--- src/hdl/vcrt_params.svh ---
`ifndef VCRT_PARAMS_SVH
`define VCRT_PARAMS_SVH

// -------------------------------------------------------------------------
// Ports and indexes
// -------------------------------------------------------------------------
`define VCRT_PORT_MONO 16'h03B5
`define VCRT_PORT_COLOR 16'h03D5
`define VCRT_IDX_VDE 8'h12
`define VCRT_IDX_OFS 8'h13
`define VCRT_IDX_ULM 8'h14
`define VCRT_IDX_VBS 8'h15
`define VCRT_IDX_VBE 8'h16
`define VCRT_IDX_MODE 8'h17

// -------------------------------------------------------------------------
// Field positions
// -------------------------------------------------------------------------
`define VCRT_B_DWORD 6
`define VCRT_B_CNT4 5
`define VCRT_UL_MSB 4
`define VCRT_B_CRES 7
`define VCRT_B_WORDBYTE 6
`define VCRT_B_WRAP 5
`define VCRT_B_CNT2 3
`define VCRT_B_HRS 2
`define VCRT_B_SRS 1
`define VCRT_B_COMPAT 0
`define VCRT_OVF_VDE9 6
`define VCRT_OVF_VDE8 1
`define VCRT_OVF_VBS8 3
`define VCRT_MSL_VBS9 5

// -------------------------------------------------------------------------
// Reset values and read masks
// -------------------------------------------------------------------------
`define VCRT_RST_REG 8'h00
`define VCRT_RMASK_ULM 8'h7F
`define VCRT_RMASK_MODE 8'hEF

`endif

--- src/hdl/vcrt_pkg.sv ---
`include "vcrt_params.svh"

package vcrt_pkg;

    typedef enum logic [1:0] {
        amode_byte,
        amode_word,
        amode_dword
    } vcrt_amode_e;

    typedef struct packed {
        logic [1:0] cnt;
    } vcrt_step_s;

    typedef struct packed {
        logic [7:0] r_vde;
        logic [7:0] r_ofs;
        logic [7:0] r_ulm;
        logic [7:0] r_vbs;
        logic [7:0] r_vbe;
        logic [7:0] r_mode;
        logic [7:0] rdata;
        logic rvalid;
        logic hdiv;
        logic [9:0] vline;
        logic vblank;
        logic vdisp;
        logic [15:0] ma;
        logic [15:0] row_base;
        logic [15:0] fb_addr;
        logic underline;
        logic hsync;
        logic vsync;
    } vcrt_top_s;

    // Addressing mode from DWord and word/byte bits
    function automatic vcrt_amode_e vcrt_amode(input logic dword, input logic wordbyte);
        if (dword) begin
            return amode_dword;
        end
        return wordbyte ? amode_byte : amode_word;
    endfunction

    // Data port hit for the selected mono/colour base
    function automatic logic vcrt_port_hit(input logic [15:0] addr, input logic color);
        return color ? (addr == `VCRT_PORT_COLOR) : (addr == `VCRT_PORT_MONO);
    endfunction

endpackage

--- src/hdl/vcrt_addr_map.sv ---
`include "vcrt_params.svh"

module vcrt_addr_map
    import vcrt_pkg::*;
(
    input wire logic [15:0] ma,
    input wire logic [1:0] row_scan,
    input wire vcrt_amode_e amode,
    input wire logic wrap_off,
    input wire logic srs,
    input wire logic compat,
    output logic [15:0] fb
);

    logic [15:0] shaped;

    always_comb begin
        unique case (amode)
            amode_byte: begin
                shaped = ma;
            end
            amode_word: begin
                shaped = {ma[14:0], wrap_off ? ma[15] : ma[13]};
            end
            amode_dword: begin
                shaped = {ma[13:0], ma[13], ma[12]};
            end
            default: begin
                shaped = ma;
            end
        endcase
        fb = shaped;
        if (!srs) begin
            fb[14] = row_scan[1];
        end
        if (!compat) begin
            fb[13] = row_scan[0];
        end
    end

endmodule

--- src/hdl/vcrt_step_div.sv ---
`include "vcrt_params.svh"

module vcrt_step_div
    import vcrt_pkg::*;
(
    input wire logic ref_clk,
    input wire logic reset_n,
    input wire logic ce,
    input wire logic clear,
    input wire logic count_en,
    input wire logic by4,
    input wire logic by2,
    output logic step
);

    vcrt_step_s st;
    vcrt_step_s next_st;
    logic [1:0] last;

    always_comb begin
        // Count-by-2 wins when both are set
        if (by2) begin
            last = 2'h1;
        end else if (by4) begin
            last = 2'h3;
        end else begin
            last = 2'h0;
        end
        step = ce && count_en && (st.cnt == last);
        next_st = st;
        if (ce) begin
            if (clear) begin
                next_st.cnt = 2'h0;
            end else if (count_en) begin
                next_st.cnt = (st.cnt == last) ? 2'h0 : st.cnt + 2'h1;
            end
        end
    end

    always_ff @(posedge ref_clk or negedge reset_n) begin
        if (!reset_n) begin
            st <= '0;
        end else begin
            st <= next_st;
        end
    end

endmodule

--- src/hdl/vcrt_top.sv ---
`include "vcrt_params.svh"

module vcrt_top
    import vcrt_pkg::*;
#(
    parameter int MA_W = 16,
    parameter int VL_W = 10
) (
    input wire logic ref_clk,
    input wire logic reset_n,
    input wire logic ce,
    input wire logic [15:0] io_addr,
    input wire logic io_wr,
    input wire logic io_rd,
    input wire logic [7:0] io_wdata,
    input wire logic [7:0] crt_index,
    input wire logic color_io,
    output logic [7:0] io_rdata,
    output logic io_rvalid,
    input wire logic [7:0] timing_high_bits_reg,
    input wire logic [7:0] max_scan_line_reg,
    input wire logic [9:0] vert_total,
    input wire logic hretrace_pulse,
    input wire logic frame_start,
    input wire logic row_end,
    input wire logic [15:0] start_addr,
    input wire logic hdisp,
    input wire logic [4:0] row_scan,
    input wire logic text_mode,
    input wire logic native_mode,
    input wire logic hsync_in,
    input wire logic vsync_in,
    output logic hsync_out,
    output logic vsync_out,
    output logic [9:0] scan_line,
    output logic vdisp_active,
    output logic vblank,
    output logic underline,
    output logic [15:0] fb_addr
);

    // ---------------------------------------------------------------------
    // Parameter check
    // ---------------------------------------------------------------------
    if (MA_W != 16 || VL_W != 10) begin : g_bad_param
        $error("vcrt_top supports only 16-bit addresses and 10-bit lines");
    end

    vcrt_top_s st;
    vcrt_top_s next_st;
    logic step;
    logic [15:0] fb_comb;
    logic [9:0] vde;
    logic [9:0] vbs;
    logic [9:0] nline;
    logic vadv;
    logic wr_hit;
    logic rd_hit;
    logic [15:0] ofs_scaled;
    vcrt_amode_e amode;

    // ---------------------------------------------------------------------
    // Sub-blocks
    // ---------------------------------------------------------------------
    vcrt_step_div u_step (
        .ref_clk(ref_clk),
        .reset_n(reset_n),
        .ce(ce),
        .clear(frame_start | row_end),
        .count_en(hdisp),
        .by4(st.r_ulm[`VCRT_B_CNT4]),
        .by2(st.r_mode[`VCRT_B_CNT2]),
        .step(step)
    );

    vcrt_addr_map u_map (
        .ma(st.ma),
        .row_scan(row_scan[1:0]),
        .amode(amode),
        .wrap_off(st.r_mode[`VCRT_B_WRAP]),
        .srs(st.r_mode[`VCRT_B_SRS]),
        .compat(st.r_mode[`VCRT_B_COMPAT]),
        .fb(fb_comb)
    );

    // ---------------------------------------------------------------------
    // Next state
    // ---------------------------------------------------------------------
    always_comb begin
        amode = vcrt_amode(st.r_ulm[`VCRT_B_DWORD], st.r_mode[`VCRT_B_WORDBYTE]);
        vde = {timing_high_bits_reg[`VCRT_OVF_VDE9], timing_high_bits_reg[`VCRT_OVF_VDE8],
               st.r_vde};
        vbs = {max_scan_line_reg[`VCRT_MSL_VBS9], timing_high_bits_reg[`VCRT_OVF_VBS8],
               st.r_vbs};
        // Offset counts words or DWords; counter steps in bytes of the mode
        ofs_scaled = (amode == amode_dword) ? {6'h00, st.r_ofs, 2'h0}
                                            : {7'h00, st.r_ofs, 1'h0};
        wr_hit = ce && io_wr && vcrt_port_hit(io_addr, color_io);
        rd_hit = ce && io_rd && vcrt_port_hit(io_addr, color_io);
        vadv = ce && hretrace_pulse && (!st.r_mode[`VCRT_B_HRS] || st.hdiv);
        nline = (st.vline == vert_total) ? 10'h000 : st.vline + 10'h001;
        next_st = st;
        if (ce) begin
            next_st.rvalid = 1'b0;
            if (wr_hit) begin
                unique case (crt_index)
                    `VCRT_IDX_VDE: next_st.r_vde = io_wdata;
                    `VCRT_IDX_OFS: next_st.r_ofs = io_wdata;
                    `VCRT_IDX_ULM: next_st.r_ulm = io_wdata & `VCRT_RMASK_ULM;
                    `VCRT_IDX_VBS: next_st.r_vbs = io_wdata;
                    `VCRT_IDX_VBE: next_st.r_vbe = io_wdata;
                    `VCRT_IDX_MODE: next_st.r_mode = io_wdata & `VCRT_RMASK_MODE;
                    default: next_st.r_vde = st.r_vde;
                endcase
            end
            if (rd_hit) begin
                next_st.rvalid = 1'b1;
                unique case (crt_index)
                    `VCRT_IDX_VDE: next_st.rdata = st.r_vde;
                    `VCRT_IDX_OFS: next_st.rdata = st.r_ofs;
                    `VCRT_IDX_ULM: next_st.rdata = st.r_ulm & `VCRT_RMASK_ULM;
                    `VCRT_IDX_VBS: next_st.rdata = st.r_vbs;
                    `VCRT_IDX_VBE: next_st.rdata = st.r_vbe;
                    `VCRT_IDX_MODE: next_st.rdata = st.r_mode & `VCRT_RMASK_MODE;
                    default: next_st.rvalid = 1'b0;
                endcase
            end
            // Divide-by-2 phase of the retrace clock
            if (hretrace_pulse) begin
                next_st.hdiv = st.r_mode[`VCRT_B_HRS] ? !st.hdiv : 1'b0;
            end
            if (vadv) begin
                next_st.vline = nline;
                if (nline == vbs) begin
                    next_st.vblank = 1'b1;
                end else if (nline[7:0] == st.r_vbe) begin
                    next_st.vblank = 1'b0;
                end
            end
            next_st.vdisp = (st.vline <= vde);
            if (frame_start) begin
                next_st.ma = start_addr;
                next_st.row_base = start_addr;
            end else if (row_end) begin
                next_st.row_base = st.row_base + ofs_scaled;
                next_st.ma = st.row_base + ofs_scaled;
            end else if (step) begin
                next_st.ma = st.ma + 16'h0001;
            end
            next_st.fb_addr = fb_comb;
            next_st.underline = text_mode
                && (row_scan == st.r_ulm[`VCRT_UL_MSB:0]);
            // Sync is forced inactive only in native modes with the CRES bit clear
            if (native_mode && !st.r_mode[`VCRT_B_CRES]) begin
                next_st.hsync = 1'b0;
                next_st.vsync = 1'b0;
            end else begin
                next_st.hsync = hsync_in;
                next_st.vsync = vsync_in;
            end
        end
    end

    always_ff @(posedge ref_clk or negedge reset_n) begin
        if (!reset_n) begin
            st <= '0;
        end else begin
            st <= next_st;
        end
    end

    // ---------------------------------------------------------------------
    // Outputs
    // ---------------------------------------------------------------------
    assign io_rdata = st.rdata;
    assign io_rvalid = st.rvalid;
    assign hsync_out = st.hsync;
    assign vsync_out = st.vsync;
    assign scan_line = st.vline;
    assign vdisp_active = st.vdisp;
    assign vblank = st.vblank;
    assign underline = st.underline;
    assign fb_addr = st.fb_addr;
endmodule

--- config.mk ---
export PLATFORM = sky130hd
export DESIGN_NAME = vcrt_top
export DESIGN_NICKNAME = d
export VERILOG_FILES = /design/src/hdl/vcrt_pkg.sv /design/src/hdl/vcrt_addr_map.sv /design/src/hdl/vcrt_step_div.sv /design/src/hdl/vcrt_top.sv
export VERILOG_INCLUDE_DIRS = /design/src /design/src/hdl
export SDC_FILE = /design/constraint.sdc
export NUM_CORES = 1
export LEC_CHECK = 0
export BUFFER_PORTS_ARGS = -buffer_cell sky130_fd_sc_hd__buf_2
export CAP_MARGIN = 20
export CORE_MARGIN = 1.5
export CORE_UTILIZATION = 40
export DETAILED_ROUTE_END_ITERATION = 10
export PLACE_DENSITY = 0.72
export SYNTH_ARGS = -nofsm -noshare
export SYNTH_HDL_FRONTEND = slang
export SYNTH_SLANG_ARGS = --single-unit
--- constraint.sdc ---
create_clock -name ref_clk -period 3.7 [get_ports ref_clk]
set_clock_uncertainty 0.1 [all_clocks]
set_input_delay 0 -clock ref_clk [delete_from_list [all_inputs] [get_ports ref_clk]]
set_output_delay 0 -clock ref_clk [all_outputs]
set_load 0.05 [all_outputs]
Word level (Yosys, flattened, before mapping)
Cells that the tools add are included.
{ "classes": {"n_addsub": 4, "mul": 0, "div_mod_pow": 0, "order_cmp": 1, "eq_ne": 15, "shifts": 0, "mux": 27, "n_bitwise": 1, "n_reduce_logical": 33} }
{ "op_table": {"columns": ["op", "n"], "rows": [
  ["8-bit by 5-bit equality test with 1-bit output (second input constant)", 6],
  ["16-bit two-way mux", 3],
  ["8-bit one-hot mux with 6 select lines", 1],
  ["16-bit by 10-bit equality test with 1-bit output (second input constant)", 2],
  ["32-bit two-way mux", 1],
  ["16-bit one-hot mux with 2 select lines", 1],
  ["3-bit AND reduction", 8],
  ["10-bit equality test", 2],
  ["10-bit two-way mux", 2],
  ["16-bit by 1-bit adder with 16-bit output (second input constant)", 1],
  ["16-bit by 10-bit adder with 16-bit output", 1],
  ["2-bit two-way mux", 8],
  ["1-bit two-way mux", 11],
  ["10-bit by 1-bit adder with 10-bit output (second input constant)", 1],
  ["10-bit less-or-equal comparator", 1],
  ["1-bit logical AND", 10],
  ["2-bit AND reduction", 5],
  ["8-bit equality test", 1],
  ["2-bit nonzero test", 3],
  ["6-bit nonzero test", 1],
  ["6-bit OR reduction", 1],
  ["5-bit equality test", 1],
  ["1-bit logical NOT", 3],
  ["3-bit nonzero test", 1],
  ["6 further kinds", 6]
]} }
{ "totals": {"regBits": 121, "latchBits": 0, "ram_bits": 0, "rom_bits": 0, "in_bits": 93, "elab_cells": 100, "mem_count": 0} }

Depth between registers and ports, before layout
{ "logic_depth": {"depth_word": 7, "mapped_depth": 13, "depth_no_buf": 12} }

By module
From an unflattened synthesis, not the netlist that was laid out.
{ "unflattened": {"hier_cells": 850, "hier_area_um2": 7940.1} }
{ "by_module_without_submodules": {"columns": ["mod", "instances", "cells_per_inst", "area_per_inst_um2", "seq_area_each_um2"], "rows": [
  ["vcrt_top", 1, 770, 7387.1, 2977.9],
  ["vcrt_addr_map", 1, 63, 401.6, 0.0],
  ["vcrt_step_div", 1, 17, 151.4, 50.0]
]} }

Worst setup path after synthesis
Ideal clock, no wire load.
{ "synth_path": {"kind": "reg2reg", "startpoint": "reg st[103] (netlist name)", "endpoint": "reg st[43] (netlist name)", "t_arrival_ns": 2.863, "t_required_ns": 3.518, "slack_ns": 0.655, "stages_incl_launch_ff": 13, "path_buffers": 1, "path_cell_list": "dfrtp_1 > buf_1 > mux2i_1 > inv_1 > ha_1 > a21o_1 > a21oi_1 > o21ai_0 > a2111oi_0 > nor3_1 > xnor2_1 > a211o_1 > a31oi_1"} }
{ "synth_via": {"elab_chain_len": 7} }
{ "synth_lines": {"columns": ["item", "line_no", "rtl"], "rows": [
  ["from (decl)", "vcrt_top.sv:49", "vcrt_top_s st;"],
  ["from (signal assigned)", "vcrt_top.sv:168", "st <= next_st;"],
  ["1-bit two-way mux", "vcrt_pkg.sv:38", "if (dword) begin"],
  ["2-bit two-way mux", "vcrt_pkg.sv:41", "return wordbyte ? amode_byte : amode_word;"],
  ["2-bit equality test", "vcrt_top.sv:96", "ofs_scaled = (amode == amode_dword) ? {6'h00, st.r_ofs, 2'h0}"],
  ["10-bit two-way mux", "vcrt_top.sv:96", null],
  ["16-bit by 10-bit adder with 16-bit output", "vcrt_top.sv:146", "next_st.ma = st.row_base + ofs_scaled;"],
  ["16-bit two-way mux", "vcrt_top.sv:144", "end else if (row_end) begin"],
  ["32-bit two-way mux", "vcrt_top.sv:141", "if (frame_start) begin"]
]} }
No other way between the ends.
A chain may end at the register's enable or synchronous reset.

Worst setup path after layout
Ends and elaborated chain as after synthesis.

==> run summary <==
Logic synthesis
• **Synth Warn #** 0
• **number of different library cells in the post-synthesis netlist** 78
• **mean area per synthesized cell** 9.32 sq um
• **post-synthesis cell type with the largest combined area** sky130_fd_sc_hd__dfrtp_1
• **main combinational cell family by area after synthesis** compound AO/OA/AOI/OAI gates
• **sequential-to-total area share from yosys stat** 0.381
• **biggest area contributors in the synthesized netlist** sky130_fd_sc_hd__dfrtp_1 (38%), sky130_fd_sc_hd__mux2_2 (9.8%), sky130_fd_sc_hd__nand2_1 (4.0%), sky130_fd_sc_hd__o21ai_0 (4.0%), sky130_fd_sc_hd__mux2i_1 (3.8%)
• **synthesized-area fraction occupied by xor and xnor cells** 0.0580
• **synthesized-area fraction occupied by and/or/nand/nor cells** 0.147
• **number of enable flip-flop cells after synthesis** 0
• **Post-Syn Instances** 853
• **Post-Synth Adder-Cell Area** 0.0371
• **Post-Syn Nets** 969
• **post-synthesis mux area share** 0.137
• **post-synthesis compound-gate area fraction** 0.168
• **fraction of post-synthesis cell area in the top cell type by area** 0.381
• **fraction of registers with async set/reset** 1.00
• **register bit total from synthesis** 121
• **commonest register cell after synthesis** sky130_fd_sc_hd__dfrtp_1
• **area of the mapped netlist** 0.00795 sq mm

Pwr
• **static leakage** 4.20 nW
• **worst IR drop on VDD** 0.000275 V
• **ratio of total power to cell area** 460 mW/mm^2

Critical path
• **CP Launch Type** flop
• **endpoint arrival time on the critical path** 3410 ps
• **worst setup path category** reg2reg
• **data required time at the worst endpoint** 3940 ps
• **endpoint class of the critical path** flop
• **highest net fanout along the worst path** 10

Layout
• **signed area change from the synthesized netlist to the final layout** 18.7%
• **number of filler cells placed in the layout** 1793
• **share of post-route cells with drive strength above 1** 0.247
• **post-layout instance area** 0.00944 sq mm
• **Final Core Density** 0.485
• **number of nets at the end of the flow** 1074

Global route
• **pin count of the biggest net entering global routing** 44
• **number of antenna violations at the first check in global routing** 2
• **vias in the first global route** 6441
• **total routing resource utilization after global routing** 0.206
• **first-pass GRT wire length** 33200 um
• **sum of overflow across all layers after global routing** 0

Floorplan
• **chip width** 144 um
• **initial core utilization** 0.409
• **y dimension of the die** 144 um
• **number of placement rows** 51
• **core outline area** 0.0195 sq mm
• **number of I/O pins** 133
• **Die Footprint** 0.0207 sq mm

Timing
• **final sum of negative setup slack** 0 ps
• **final hold violation count** 0
• **pin slew with the least headroom to its limit** 847 ps
• **minimum period implied by the final worst setup slack** 3170 ps
• **# setup viols final** 0
• **RSZ-0062 raised after global routing** no
• **ratio of final minimum period to clock period** 0.856
• **final slew viol count** 0
• **Slew HR** 0.435
• **f_max** 316 MHz

CTS
• **clock buffer depth** 2
• **clock network latency to the later pin of the worst-skew pair** 420 ps
• **number of sinks on the clock net** 121
• **deepest level of the CTS H-tree** 4
• **buffers inserted during post-CTS setup optimization** 0
• **register clock-pin slew on the reported worst setup and hold paths** 50 ps
• **clock root buffer** sky130_fd_sc_hd__clkbuf_16
• **cts bufs inserted** 17
• **# hold bufs at CTS** 41
• **TritonCTS clock tree** yes
• **number of instances resized during post-cts repair** 0

Placement
• **Cell Area, Placed** 0.00848 sq mm
• **placed wire-length estimate** 15000 um
• **IO Port Bufs** 120
• **RD Place Congestion** 0.882

Min path
• **worst hold path class** in2reg

Route
• **WL/cell** 17.0 um
• **vias per std cell** 5.55
• **final wirelength** 21000 um
• **1st-pass router iterations** 5
• **antenna-violating nets left** 0
• **vias after detailed routing** 6856
• **Starting DRT DRC Count** 550
• **post-detailed-route DRC marker count** 0

Outcome
• **run status** finished clean

Flow run
• **Max Cap Viol** 0

## per-layer routing
metal / vias up / wire length (um) / track usage
met3: 46 / 1530 / 0.0407
met4: 0 / 541 / 0.0784
met1: 3317 / 9300 / 0.279
li1: 3244 / - / -
met2: 249 / 9600 / 0.326
met5: - / 0 / 0
## sequential cells by signal, indices dropped and copies added (netlist names)
register and cells:
fb_addr 16, hsync_out 1, io_rdata 8, io_rvalid 1
scan_line 10, st 79, u_step.st 2, underline 1
vblank 1, vdisp_active 1, vsync_out 1
## critical path, cell delays in order (launching register included)
cell	delay (ps)
sky130_fd_sc_hd__dfrtp_1	540
sky130_fd_sc_hd__mux2i_1	340
sky130_fd_sc_hd__inv_1	80
sky130_fd_sc_hd__ha_1	270
sky130_fd_sc_hd__a21o_1	180
sky130_fd_sc_hd__a21oi_1	260
sky130_fd_sc_hd__o21ai_0	150
sky130_fd_sc_hd__a2111oi_0	420
sky130_fd_sc_hd__nor3_1	130
sky130_fd_sc_hd__xnor2_1	160
sky130_fd_sc_hd__a211o_1	300
sky130_fd_sc_hd__a31oi_1	160
## final cells by class
cell class                 count  area, sq um  share of cell area
clock buffer                  26          499              0.0529
timing repair buffer         170         1080               0.115
tap                          265          332              0.0351
inverter                      28          105              0.0111
sequential                   121         3030               0.321
multi-input combinational    620         4350               0.461
clock inverter                 3         40.0             0.00424
antenna                        2         5.00            0.000530
## cells in the mapped netlist (6+ instances only)
master	number
sky130_fd_sc_hd__xor2_1	19
sky130_fd_sc_hd__buf_4	36
sky130_fd_sc_hd__a31oi_1	13
sky130_fd_sc_hd__clkbuf_1	32
sky130_fd_sc_hd__mux2i_1	30
sky130_fd_sc_hd__dfrtp_1	121
sky130_fd_sc_hd__buf_2	10
sky130_fd_sc_hd__nand3_1	15
sky130_fd_sc_hd__ha_1	22
sky130_fd_sc_hd__a22o_1	11
sky130_fd_sc_hd__nor2_1	57
sky130_fd_sc_hd__nor3_1	15
sky130_fd_sc_hd__nor2b_1	8
sky130_fd_sc_hd__and3_1	6
sky130_fd_sc_hd__o22ai_1	8
sky130_fd_sc_hd__nand4_1	8
sky130_fd_sc_hd__o21ai_0	63
sky130_fd_sc_hd__nand2b_1	9
sky130_fd_sc_hd__inv_1	27
sky130_fd_sc_hd__a21oi_1	45
sky130_fd_sc_hd__o31ai_1	7
sky130_fd_sc_hd__xnor2_1	31
sky130_fd_sc_hd__nand2_1	85
sky130_fd_sc_hd__mux2_2	69
sky130_fd_sc_hd__a22oi_1	8
## power by group
part           switching, mW  internal, mW
combinational          0.708         0.438
sequential             0.210          1.45
clock                  0.557         0.979
total                   1.47          2.87
## path summary, 6_finish.rpt
path	slack, ps	to	startpoint	cells past startpoint
worst max register to register	530	st[43]	st[103]	11
worst max-delay path	530	st[43]	st[103]	11
worst min-delay path	4	io_rvalid	io_rd	4
max in group asynchronous	2040	fb_addr[4]	reset_n	4
worst min register to register	370	io_rdata[4]	io_rdata[4]	2
min in group asynchronous	500	scan_line[8]	reset_n	3
## metrics by stage
step                      total power, mW  setup slack (ps)  hold WS (ps)  instances
after global placement               2.76               592         -95.9       1162
after global routing                 4.56               289          21.8       1234
after floorplan                      2.55               655          -396        853
after CTS                            4.36               533          22.5       1232
final                                4.34               534          4.13       1235
after detailed placement             2.78               544         -87.4       1162
## cell usage in the layout, fill, tap and decap left out, types with 5 or more instances in the layout
cell type,instances
sky130_fd_sc_hd__ha_1,22
sky130_fd_sc_hd__nand4_1,8
sky130_fd_sc_hd__nand3_1,15
sky130_fd_sc_hd__a21o_1,5
sky130_fd_sc_hd__a22o_1,11
sky130_fd_sc_hd__mux2i_1,30
sky130_fd_sc_hd__and3_1,6
sky130_fd_sc_hd__buf_2,119
sky130_fd_sc_hd__buf_4,10
sky130_fd_sc_hd__nor3_1,15
sky130_fd_sc_hd__a211oi_1,5
sky130_fd_sc_hd__o22ai_1,8
sky130_fd_sc_hd__xnor2_1,31
sky130_fd_sc_hd__a21oi_1,45
sky130_fd_sc_hd__clkbuf_1,5
sky130_fd_sc_hd__o31ai_1,7
sky130_fd_sc_hd__o211ai_1,5
sky130_fd_sc_hd__a22oi_1,8
sky130_fd_sc_hd__o21a_1,5
sky130_fd_sc_hd__clkbuf_16,17
sky130_fd_sc_hd__nand2b_1,9
sky130_fd_sc_hd__xor2_1,19
sky130_fd_sc_hd__o21ai_0,63
sky130_fd_sc_hd__nor2_1,57
sky130_fd_sc_hd__nand2_1,85
sky130_fd_sc_hd__a31oi_1,13
sky130_fd_sc_hd__dlygate4sd3_1,41
sky130_fd_sc_hd__dfrtp_1,121
sky130_fd_sc_hd__mux2_2,69
sky130_fd_sc_hd__inv_1,27
sky130_fd_sc_hd__nor2b_1,8
## kinds of logic (layout without fill, tap and decap cells)
kind of cell / count (synthesis) / in the layout
AND/OR/NAND/NOR: 237 / 237
XOR/XNOR: 51 / 51
adder cells (fa/ha/maj): 23 / 23
flip-flops: 121 / 121
other: 0 / 2
multiplexers: 100 / 100
AO/OA/AOI/OAI: 209 / 209
buffers and inverters: 112 / 227
(Power assumes the default switching activity.)
